$ cat src/shared/fcp_pkg.sv
`default_nettype none
package fcp_pkg;
  // ----------------------------------------
  // Widths
  // ----------------------------------------
  localparam int ADDR_W = 14;
  localparam int DATA_W = 8;
  localparam int WB_ADR_W = 16;
  localparam int WB_DAT_W = 32;
  localparam int PAGE_LSB = 6;
  // ----------------------------------------
  // Register byte addresses
  // ----------------------------------------
  localparam logic [15:0] OFS_OPT_SHADOW = 16'h0210;
  localparam logic [15:0] OFS_NONVOLATILE_OPTION_BYTE = 16'h3FFC;
  localparam logic [15:0] OFS_FLASH_CTRL = 16'h0214;
  localparam logic [15:0] OFS_WIN_SEL = 16'h0218;
  // ----------------------------------------
  // Field positions
  // ----------------------------------------
  localparam int BIT_SECURITY = 0;
  localparam int BIT_HIGH_VOLTAGE_ENABLE = 3;
  localparam int BIT_MASS = 2;
  localparam int BIT_PGM = 0;
  // ----------------------------------------
  // Reset values
  // ----------------------------------------
  localparam logic RST_SECURITY_CODE = 1'b0;
  localparam logic RST_CTRL_BIT = 1'b0;
  localparam logic [7:0] RST_WIN_SEL = 8'h00;
  localparam logic [7:0] BYTE_ZERO = 8'h00;
  // ----------------------------------------
  // Address map constants
  // ----------------------------------------
  localparam logic [7:0] WIN_PAGE = 8'h03;
  localparam logic [13:0] IDX_DATA_ADDR = 14'h000E;
  localparam logic [5:0] IDX_PAD = 6'h00;
  localparam logic [13:0] FLASH_LO_DEF = 14'h3C00;
  // ----------------------------------------
  // Program and erase sequence tracking
  // ----------------------------------------
  typedef enum logic [1:0] {
    SEQ_IDLE,
    SEQ_SELECT,
    SEQ_ARMED,
    SEQ_HV
  } fcp_seq_type;
endpackage
`default_nettype wire

$ cat src/shared/fcp_map_if.sv
`timescale 1ns/1ps
`default_nettype none
// Logical to physical address mapping carrier
interface fcp_map_if;
  logic [13:0] log_addr;
  logic [7:0] index_x;
  logic [7:0] page;
  logic [13:0] phys_addr;
  logic in_window;
  logic via_index;
  modport requester (
    output log_addr,
    output index_x,
    output page,
    input phys_addr,
    input in_window,
    input via_index
  );
  modport mapper (
    input log_addr,
    input index_x,
    input page,
    output phys_addr,
    output in_window,
    output via_index
  );
endinterface // fcp_map_if
`default_nettype wire

$ cat src/fcp_window_map.sv
`timescale 1ns/1ps
`default_nettype none
module fcp_window_map (
  // Mapping carrier
  fcp_map_if.mapper m
);
  logic [13:0] eff;

  // Indexed data first, then the paging window on the result
  always_comb begin
    eff = m.log_addr;
    m.via_index = 1'b0;
    if (m.log_addr == fcp_pkg::IDX_DATA_ADDR) begin
      // One level only, so X holding the same address reaches the RAM cell
      eff = {fcp_pkg::IDX_PAD, m.index_x};
      m.via_index = 1'b1;
    end
    m.in_window = (eff[13:fcp_pkg::PAGE_LSB] == fcp_pkg::WIN_PAGE);
    if (m.in_window) begin
      m.phys_addr = {m.page, eff[fcp_pkg::PAGE_LSB-1:0]};
    end else begin
      m.phys_addr = eff;
    end
  end
endmodule // fcp_window_map
`default_nettype wire

$ cat src/fcp_flash_ctrl.sv
// Register access over Wishbone was decided locally.
`timescale 1ns/1ps
`default_nettype none
module fcp_flash_ctrl #(
  parameter logic [13:0] FLASH_LO = fcp_pkg::FLASH_LO_DEF
) (
  // Clock and reset
  input wire logic mclk,
  input wire logic srst,
  // Wishbone slave
  input wire logic wb_cyc_i,
  input wire logic wb_stb_i,
  input wire logic wb_we_i,
  input wire logic [15:0] wb_adr_i,
  input wire logic [3:0] wb_sel_i,
  input wire logic [31:0] wb_dat_i,
  output logic [31:0] wb_dat_o,
  output logic wb_ack_o,
  // Stored option byte from the array
  input wire logic [7:0] nonvolatile_option_byte_data,
  // CPU direct page access
  input wire logic cpu_req,
  input wire logic cpu_we,
  input wire logic [13:0] cpu_addr,
  input wire logic [7:0] cpu_wdata,
  input wire logic cpu_from_debug,
  input wire logic [7:0] index_x,
  input wire logic debug_pin_enable,
  output logic [7:0] cpu_rdata,
  output logic cpu_rvalid,
  // Physical memory side
  output logic mem_req,
  output logic mem_we,
  output logic [13:0] mem_addr,
  output logic [7:0] mem_wdata,
  input wire logic [7:0] mem_rdata,
  // Array controls
  output logic program_select,
  output logic mass_erase_select,
  output logic high_voltage_enable,
  output logic security_engaged
);

  // ----------------------------------------
  // Declarations
  // ----------------------------------------
  logic wb_ack_ff;
  logic [31:0] wb_dat_ff;
  logic load_pend_ff;
  logic security_code_bit_ff;
  logic pgm_ff;
  logic mass_ff;
  logic high_voltage_enable_ff;
  logic nxt_pgm;
  logic nxt_mass;
  logic nxt_high_voltage_enable;
  logic [7:0] window_block_select_ff;
  fcp_pkg::fcp_seq_type seq_ff;
  fcp_pkg::fcp_seq_type nxt_seq;
  logic bus_req;
  logic bus_wr;
  logic hit_shadow;
  logic hit_nonvolatile_option_byte;
  logic hit_ctrl;
  logic hit_win;
  logic ctrl_wr;
  logic [7:0] wr_byte;
  logic [7:0] rd_byte;
  logic secured;
  logic is_flash;
  logic rd_blocked;
  logic flash_write;
  logic mem_req_ff;
  logic mem_we_ff;
  logic [13:0] mem_addr_ff;
  logic [7:0] mem_wdata_ff;
  logic rd_pend_ff;
  logic rd_zero_ff;
  logic [7:0] cpu_rdata_ff;
  logic cpu_rvalid_ff;
  logic prog_ff;
  logic mass_out_ff;
  logic hv_out_ff;
  logic sec_out_ff;

  fcp_map_if map_if ();

  // ----------------------------------------
  // Address mapping
  // ----------------------------------------

  // Window and indexed data translation lives in its own module
  assign map_if.log_addr = cpu_addr;
  assign map_if.index_x = index_x;
  assign map_if.page = window_block_select_ff;

  fcp_window_map u_map (
    .m(map_if.mapper)
  );

  // ----------------------------------------
  // Bus decode
  // ----------------------------------------

  // Requests wait until the option byte is in place
  assign bus_req = wb_cyc_i & wb_stb_i & ~wb_ack_ff & ~load_pend_ff;
  assign bus_wr = bus_req & wb_we_i & wb_sel_i[0];
  assign hit_shadow = (wb_adr_i == fcp_pkg::OFS_OPT_SHADOW);
  assign hit_nonvolatile_option_byte = (wb_adr_i == fcp_pkg::OFS_NONVOLATILE_OPTION_BYTE);
  assign hit_ctrl = (wb_adr_i == fcp_pkg::OFS_FLASH_CTRL);
  assign hit_win = (wb_adr_i == fcp_pkg::OFS_WIN_SEL);
  assign ctrl_wr = bus_wr & hit_ctrl;
  assign wr_byte = wb_dat_i[7:0];

  // Single cycle answer, dropped in the following cycle
  always_ff @(posedge mclk) begin
    if (srst) begin
      wb_ack_ff <= 1'b0;
    end else begin
      wb_ack_ff <= bus_req;
    end
  end

  // ----------------------------------------
  // Option shadow
  // ----------------------------------------

  // Reset parks the shadow in the secure state, the copy follows release
  always_ff @(posedge mclk) begin
    if (srst) begin
      load_pend_ff <= 1'b1;
      security_code_bit_ff <= fcp_pkg::RST_SECURITY_CODE;
    end else if (load_pend_ff) begin
      load_pend_ff <= 1'b0;
      security_code_bit_ff <= nonvolatile_option_byte_data[fcp_pkg::BIT_SECURITY];
    end
  end
  // No write path reaches the shadow at all

  assign secured = ~security_code_bit_ff;

  // ----------------------------------------
  // Flash control bits
  // ----------------------------------------

  // Next values with the select interlock and security gate
  always_comb begin
    nxt_pgm = pgm_ff;
    nxt_mass = mass_ff;
    nxt_high_voltage_enable = high_voltage_enable_ff;
    if (ctrl_wr) begin
      // A write asking for both selects leaves them as they were
      if (!(wr_byte[fcp_pkg::BIT_PGM] && wr_byte[fcp_pkg::BIT_MASS])) begin
        nxt_mass = wr_byte[fcp_pkg::BIT_MASS];
        if (!secured) begin
          nxt_pgm = wr_byte[fcp_pkg::BIT_PGM];
        end
        if (nxt_pgm && nxt_mass) begin
          nxt_pgm = pgm_ff;
          nxt_mass = mass_ff;
        end
      end
      if (!wr_byte[fcp_pkg::BIT_HIGH_VOLTAGE_ENABLE]) begin
        nxt_high_voltage_enable = 1'b0;
      // A select cleared by the same write cannot switch voltage on; voltage already on stays on
      end else if ((pgm_ff || mass_ff) && (nxt_pgm || nxt_mass) &&
                   (seq_ff == fcp_pkg::SEQ_ARMED)) begin
        nxt_high_voltage_enable = 1'b1;
      end
    end
  end

  // Control register, cleared by reset so nothing is in progress
  always_ff @(posedge mclk) begin
    if (srst) begin
      pgm_ff <= fcp_pkg::RST_CTRL_BIT;
      mass_ff <= fcp_pkg::RST_CTRL_BIT;
      high_voltage_enable_ff <= fcp_pkg::RST_CTRL_BIT;
    end else begin
      pgm_ff <= nxt_pgm;
      mass_ff <= nxt_mass;
      high_voltage_enable_ff <= nxt_high_voltage_enable;
    end
  end

  // ----------------------------------------
  // Sequence tracking
  // ----------------------------------------

  // A latching write into flash through the window arms the voltage step
  assign flash_write = cpu_req & cpu_we & map_if.in_window & is_flash;

  // Timing waits are the software's job; only the order is enforced here
  always_comb begin
    nxt_seq = seq_ff;
    unique case (seq_ff)
      fcp_pkg::SEQ_IDLE: begin
        if (pgm_ff || mass_ff) begin
          nxt_seq = fcp_pkg::SEQ_SELECT;
        end
      end
      fcp_pkg::SEQ_SELECT: begin
        if (!(pgm_ff || mass_ff)) begin
          nxt_seq = fcp_pkg::SEQ_IDLE;
        end else if (flash_write) begin
          nxt_seq = fcp_pkg::SEQ_ARMED;
        end
      end
      fcp_pkg::SEQ_ARMED: begin
        if (!(pgm_ff || mass_ff)) begin
          nxt_seq = fcp_pkg::SEQ_IDLE;
        end else if (high_voltage_enable_ff) begin
          nxt_seq = fcp_pkg::SEQ_HV;
        end
      end
      fcp_pkg::SEQ_HV: begin
        // Voltage may drop before or after the select is cleared
        if (!high_voltage_enable_ff) begin
          nxt_seq = (pgm_ff || mass_ff) ? fcp_pkg::SEQ_SELECT : fcp_pkg::SEQ_IDLE;
        end
      end
    endcase
  end

  // Sequence state register
  always_ff @(posedge mclk) begin
    if (srst) begin
      seq_ff <= fcp_pkg::SEQ_IDLE;
    end else begin
      seq_ff <= nxt_seq;
    end
  end

  // ----------------------------------------
  // Window block select
  // ----------------------------------------

  // Full byte becomes address bits thirteen to six
  always_ff @(posedge mclk) begin
    if (srst) begin
      window_block_select_ff <= fcp_pkg::RST_WIN_SEL;
    end else if (bus_wr && hit_win) begin
      window_block_select_ff <= wr_byte;
    end
  end

  // ----------------------------------------
  // Register read back
  // ----------------------------------------

  // Unmapped addresses answer zero; unused bits read zero, the window select returns its full byte
  always_comb begin
    rd_byte = fcp_pkg::BYTE_ZERO;
    if (hit_shadow) begin
      rd_byte[fcp_pkg::BIT_SECURITY] = security_code_bit_ff;
    end else if (hit_nonvolatile_option_byte) begin
      rd_byte[fcp_pkg::BIT_SECURITY] = nonvolatile_option_byte_data[fcp_pkg::BIT_SECURITY];
    end else if (hit_ctrl) begin
      rd_byte[fcp_pkg::BIT_HIGH_VOLTAGE_ENABLE] = high_voltage_enable_ff;
      rd_byte[fcp_pkg::BIT_MASS] = mass_ff;
      rd_byte[fcp_pkg::BIT_PGM] = pgm_ff;
    end else if (hit_win) begin
      rd_byte = window_block_select_ff;
    end
  end

  // Read data is captured with the answer
  always_ff @(posedge mclk) begin
    if (srst) begin
      wb_dat_ff <= '0;
    end else if (bus_req) begin
      wb_dat_ff <= {24'h000000, rd_byte};
    end
  end

  // ----------------------------------------
  // CPU access path
  // ----------------------------------------

  assign is_flash = (map_if.phys_addr >= FLASH_LO);

  // Debug side reads of a secured array never reach the memory
  assign rd_blocked = secured & is_flash & ~cpu_we & (cpu_from_debug | debug_pin_enable);

  // One cycle memory strobe with the translated address
  always_ff @(posedge mclk) begin
    if (srst) begin
      mem_req_ff <= 1'b0;
      mem_we_ff <= 1'b0;
      mem_addr_ff <= '0;
      mem_wdata_ff <= fcp_pkg::BYTE_ZERO;
    end else begin
      mem_req_ff <= cpu_req & ~rd_blocked;
      if (cpu_req) begin
        mem_we_ff <= cpu_we;
        mem_addr_ff <= map_if.phys_addr;
        mem_wdata_ff <= cpu_wdata;
      end
    end
  end

  // Read tracking one cycle ahead of the returned byte
  always_ff @(posedge mclk) begin
    if (srst) begin
      rd_pend_ff <= 1'b0;
      rd_zero_ff <= 1'b0;
    end else begin
      rd_pend_ff <= cpu_req & ~cpu_we;
      rd_zero_ff <= rd_blocked;
    end
  end

  // Blocked reads still complete, so the requester never hangs
  always_ff @(posedge mclk) begin
    if (srst) begin
      cpu_rdata_ff <= fcp_pkg::BYTE_ZERO;
      cpu_rvalid_ff <= 1'b0;
    end else begin
      cpu_rvalid_ff <= rd_pend_ff;
      if (rd_pend_ff) begin
        cpu_rdata_ff <= rd_zero_ff ? fcp_pkg::BYTE_ZERO : mem_rdata;
      end
    end
  end

  // ----------------------------------------
  // Output registers
  // ----------------------------------------

  // Array controls mirror the control register, and security_engaged the inverse of the security shadow, one cycle later
  always_ff @(posedge mclk) begin
    if (srst) begin
      prog_ff <= fcp_pkg::RST_CTRL_BIT;
      mass_out_ff <= fcp_pkg::RST_CTRL_BIT;
      hv_out_ff <= fcp_pkg::RST_CTRL_BIT;
      sec_out_ff <= ~fcp_pkg::RST_SECURITY_CODE;
    end else begin
      prog_ff <= pgm_ff;
      mass_out_ff <= mass_ff;
      hv_out_ff <= high_voltage_enable_ff;
      sec_out_ff <= secured;
    end
  end

  assign wb_ack_o = wb_ack_ff;
  assign wb_dat_o = wb_dat_ff;
  assign cpu_rdata = cpu_rdata_ff;
  assign cpu_rvalid = cpu_rvalid_ff;
  assign mem_req = mem_req_ff;
  assign mem_we = mem_we_ff;
  assign mem_addr = mem_addr_ff;
  assign mem_wdata = mem_wdata_ff;
  assign program_select = prog_ff;
  assign mass_erase_select = mass_out_ff;
  assign high_voltage_enable = hv_out_ff;
  assign security_engaged = sec_out_ff;

endmodule // fcp_flash_ctrl
`default_nettype wire

$ cat config.mk
export PLATFORM = sky130hd
export DESIGN_NAME = fcp_flash_ctrl
export DESIGN_NICKNAME = d
export VERILOG_FILES = /design/src/shared/fcp_pkg.sv /design/src/shared/fcp_map_if.sv /design/src/fcp_window_map.sv /design/src/fcp_flash_ctrl.sv
export SDC_FILE = /design/constraint.sdc
export NUM_CORES = 1
export LEC_CHECK = 0
export BUFFER_PORTS_ARGS = -buffer_cell sky130_fd_sc_hd__buf_2
export CAP_MARGIN = 15
export CORE_MARGIN = 10
export CORE_UTILIZATION = 35
export CTS_BUF_LIST = sky130_fd_sc_hd__clkbuf_8
export CTS_CLUSTER_DIAMETER = 50
export DETAILED_ROUTE_END_ITERATION = 6
export PLACE_DENSITY = 0.73
export SLEW_MARGIN = 20
export SYNTH_ARGS = -nofsm -noshare
export SYNTH_HDL_FRONTEND = slang
export SYNTH_HIERARCHICAL = 1
export SYNTH_SLANG_ARGS = --single-unit
$ cat constraint.sdc
create_clock -name mclk -period 3.4 [get_ports mclk]
set_input_delay 0.68 -clock mclk [delete_from_list [all_inputs] [get_ports mclk]]
set_output_delay 0.68 -clock mclk [all_outputs]
set_load 0.05 [all_outputs]
==> qor.csv <==
stage,metric,value,unit
routing,firstDrtPassIters,4,
sta,setup_viol,0,
sta,rsz0062_at_grt,false,
global_route,grt_max_degree,63,
clock_tree,htree_levels,3,
clock_tree,cts_resized,0,
routing,vias,2618,
worst_setup_path,worst-setup-path-type,input pin to register,
outcome,status,"complete, no violations",
placed_design,dp_slack,0.211,ns
worst_setup_path,cp_cell_sequence,buf_2 -> or4_1 -> or3_4 -> nor3_2 -> a21o_1 -> nand4_1 -> o211ai_1 -> a21oi_1 -> nor3b_1 -> nor4_1,
layout,final_area,0.00369,mm^2
synth,synthFlopType,dfxtp_1,
global_route,track_usage,13.5,%
sta,finalHoldViolCount,0,
routing,wire_per_inst,15.6,um
worst_setup_path,crit_required,3.60,ns
layout,drive_above_1_share,34.7,%
hold_path,hold_path.class,register to register,
worst_setup_path,worstSetupEndpointType,register,
worst_setup_path,slowest_delay,0.55,ns
global_route,grt_pass1_wl,13800,um
die,start_util,36.6,%
clock_tree,cts_setup_buffers,0,
sta,fin_skew,0.00884,ns
synth,synth_top_area_share,43.9,%
layout,fin_nets,543,
routing,viasPerCell,4.82,
routing,wl,8480,um
worst_setup_path,worst_setup_path_start_kind,input pin,
power_and_ir_drop,leakagePower,0.00180,uW
layout,areaGrowthSynthToFinish,28.3,%
layout,utilization,47.0,%
die,chipWidth,111,um
synth,yosys.area.top_type,dfxtp_1,
die,die_area,0.0122,mm^2
sta,fmax,0.355,GHz
die,coreArea,0.00785,mm^2
synth,synth_top_cells_by_area,"dfxtp_1 44%, mux2i_1 11%, nor2_1 7.2%",
placed_design,dp_hpwl,6630,um
synth,syn_inst,318,
clock_tree,path_clk_slew,0.07,ns
synth,avgSynthCellArea,9.04,um^2
routing,ant_nets,0,
routing,drt_iter0_drc,122,
power_and_ir_drop,power_density,485,mW/mm^2
sta,period_share,82.9,%
routing,drc_errors,0,
sta,layout_min_cycle_time,2.82,ns
power_and_ir_drop,irDropWorstVdd,275,uV
clock_tree,cts_buffers,9,
clock_tree,clock_sinks,63,
placed_design,gp_congestion,0.828,
global_route,antenna_found_initial,0,
die,pin_count,177,
worst_setup_path,cp.arrival,3.02,ns
clock_tree,cts_tree,built,
synth,async_flop_share,0,%
clock_tree,cts_max_path_buffers,2,
clock_tree,ctsHoldBuffers,0,
sta,timing.setup.tns,0,ns
clock_tree,root_buffer,clkbuf_8,
clock_tree,clk_latency,0.34,ns
worst_setup_path,crit_path_top_delay_cell,or4_1,
sta,maxSlewHeadroom,58.7,%
placed_design,numPortBuffers,118,
layout,n_fill_cell,790,
global_route,grt_pass1_vias,2761,
sta,tightestPinTransition,0.620,ns
sta,layout_setup_ws,0.580,ns
sta,drv_slew,0,
synth,synth_seq_cells,63,
synth,synth_edf_count,0,
synth,ys_seq_area_share,43.9,%
global_route,grt_overflow,0,
placed_design,dpl-instance-area,0.00346,mm^2
die,die_h,111,um
synth,syn_area,0.00287,mm^2
worst_setup_path,cp_max_fo,5,
synth,yosys_warnings,6,
layout,num_antenna_cells,0,
die,rows,32,
run,cap_violations,0,
synth,ys_types,46,
-- per-layer routing --
layer  up-vias  track usage [%]  routed length, um
li1       1298                -                  -
met1      1188             14.9               3310
met2       118             22.3               4210
met3        14             5.62                812
met4         0             5.79                146
met5         -                0                  0
-- cell usage after synthesis (2+ instances only) --
master     count
buf_4         24
nand3_1        6
a21o_2         4
nor2b_1       13
nand2_1       13
o21ai_0        3
a21oi_1       20
a22oi_1        2
and2_1         2
a31oi_1        5
nor3_1         7
nand4bb_1      3
nand4_1        4
or3_1          2
nor4_1         6
mux2_2         3
clkbuf_1       8
nor2_1        55
inv_1          4
dfxtp_1       63
nand2b_1       4
mux2i_1       32
buf_2          4
or4_1          4
nor3_2         2
a21o_1         5
-- area by class of cell --
type | instances | area (um^2) | share of cell area, %
Multi-Input combinational cell | 236 | 1440 | 39.0
Sequential cell | 63 | 1260 | 34.2
Timing Repair Buffer | 122 | 623 | 16.9
Tap cell | 102 | 128 | 3.46
Clock buffer | 9 | 124 | 3.36
Clock inverter | 7 | 97.6 | 2.65
Inverter | 4 | 15.0 | 0.407
-- cells in the final DEF (no fill, tap or decap), types with 5 or more instances in the layout --
master,n
a21oi_1,20
nor2_1,55
nor3_1,7
nand2_1,13
a21o_1,5
nor4_1,6
a31oi_1,5
dfxtp_1,63
mux2i_1,32
buf_2,117
clkbuf_8,9
nand3_1,6
buf_4,5
conb_1,24
nor2b_1,13
-- cells by family (layout without fill, tap and decap cells) --
kind of cell / count (synthesis) / count (layout) / synth area share, %
AO/OA/AOI/OAI: 45 / 45 / 9.88
other: 1 / 24 / 0.130
AND/OR/NAND/NOR: 132 / 132 / 24.7
multiplexers: 35 / 35 / 12.3
buffers and inverters: 42 / 142 / 9.05
flip-flops: 63 / 63 / 43.9
-- through the flow --
| step | hold WS (ns) | instances | power (uW) |
|---|---|---|---|
| after floorplan | 0.428 | 341 | 1020 |
| after global placement | 0.437 | 527 | 1080 |
| after detailed placement | 0.447 | 527 | 1080 |
| after CTS | 0.456 | 543 | 1810 |
| after global routing | 0.492 | 543 | 1860 |
| final | 0.455 | 543 | 1790 |
-- path summary, 6_finish.rpt --
kind                              startpoint              to  slack, ns  cells after the start
worst min-delay path             wb_dat_o[6]     wb_dat_o[6]       0.45                      2
worst max-delay path             cpu_addr[9]       seq_ff[0]       0.58                     10
worst min register to register   wb_dat_o[6]     wb_dat_o[6]       0.45                      2
worst max register to register  load_pend_ff  map_if.page[5]       1.47                      5
-- report_power, final --
group	total, uW	switching [uW]	internal, uW
clock	722	309	413
sequential	774	13.0	761
combinational	293	212	81.5
-- flip-flops by register name, summed over array words and instances, names as in the netlist --
register,flops
load_pend_ff,1
seq_ff,2
security_code_bit_ff,1
mem_wdata,8
rd_pend_ff,1
mass_erase_select,1
pgm_ff,1
rd_zero_ff,1
mem_req,1
cpu_rdata,8
wb_dat_o,8
mem_we,1
map_if.page,8
high_voltage_enable,1
mem_addr,14
high_voltage_enable_ff,1
security_engaged,1
cpu_rvalid,1
program_select,1
wb_ack_o,1
mass_ff,1
-- critical path, delay by kind of cell --
family | cells | cell delay, ns
AO/OA/AOI/OAI | 3 | 0.52
buffers and inverters | 1 | 0.12
AND/OR/NAND/NOR | 6 | 1.69
Note: power is estimated with default switching activity, not from simulation.
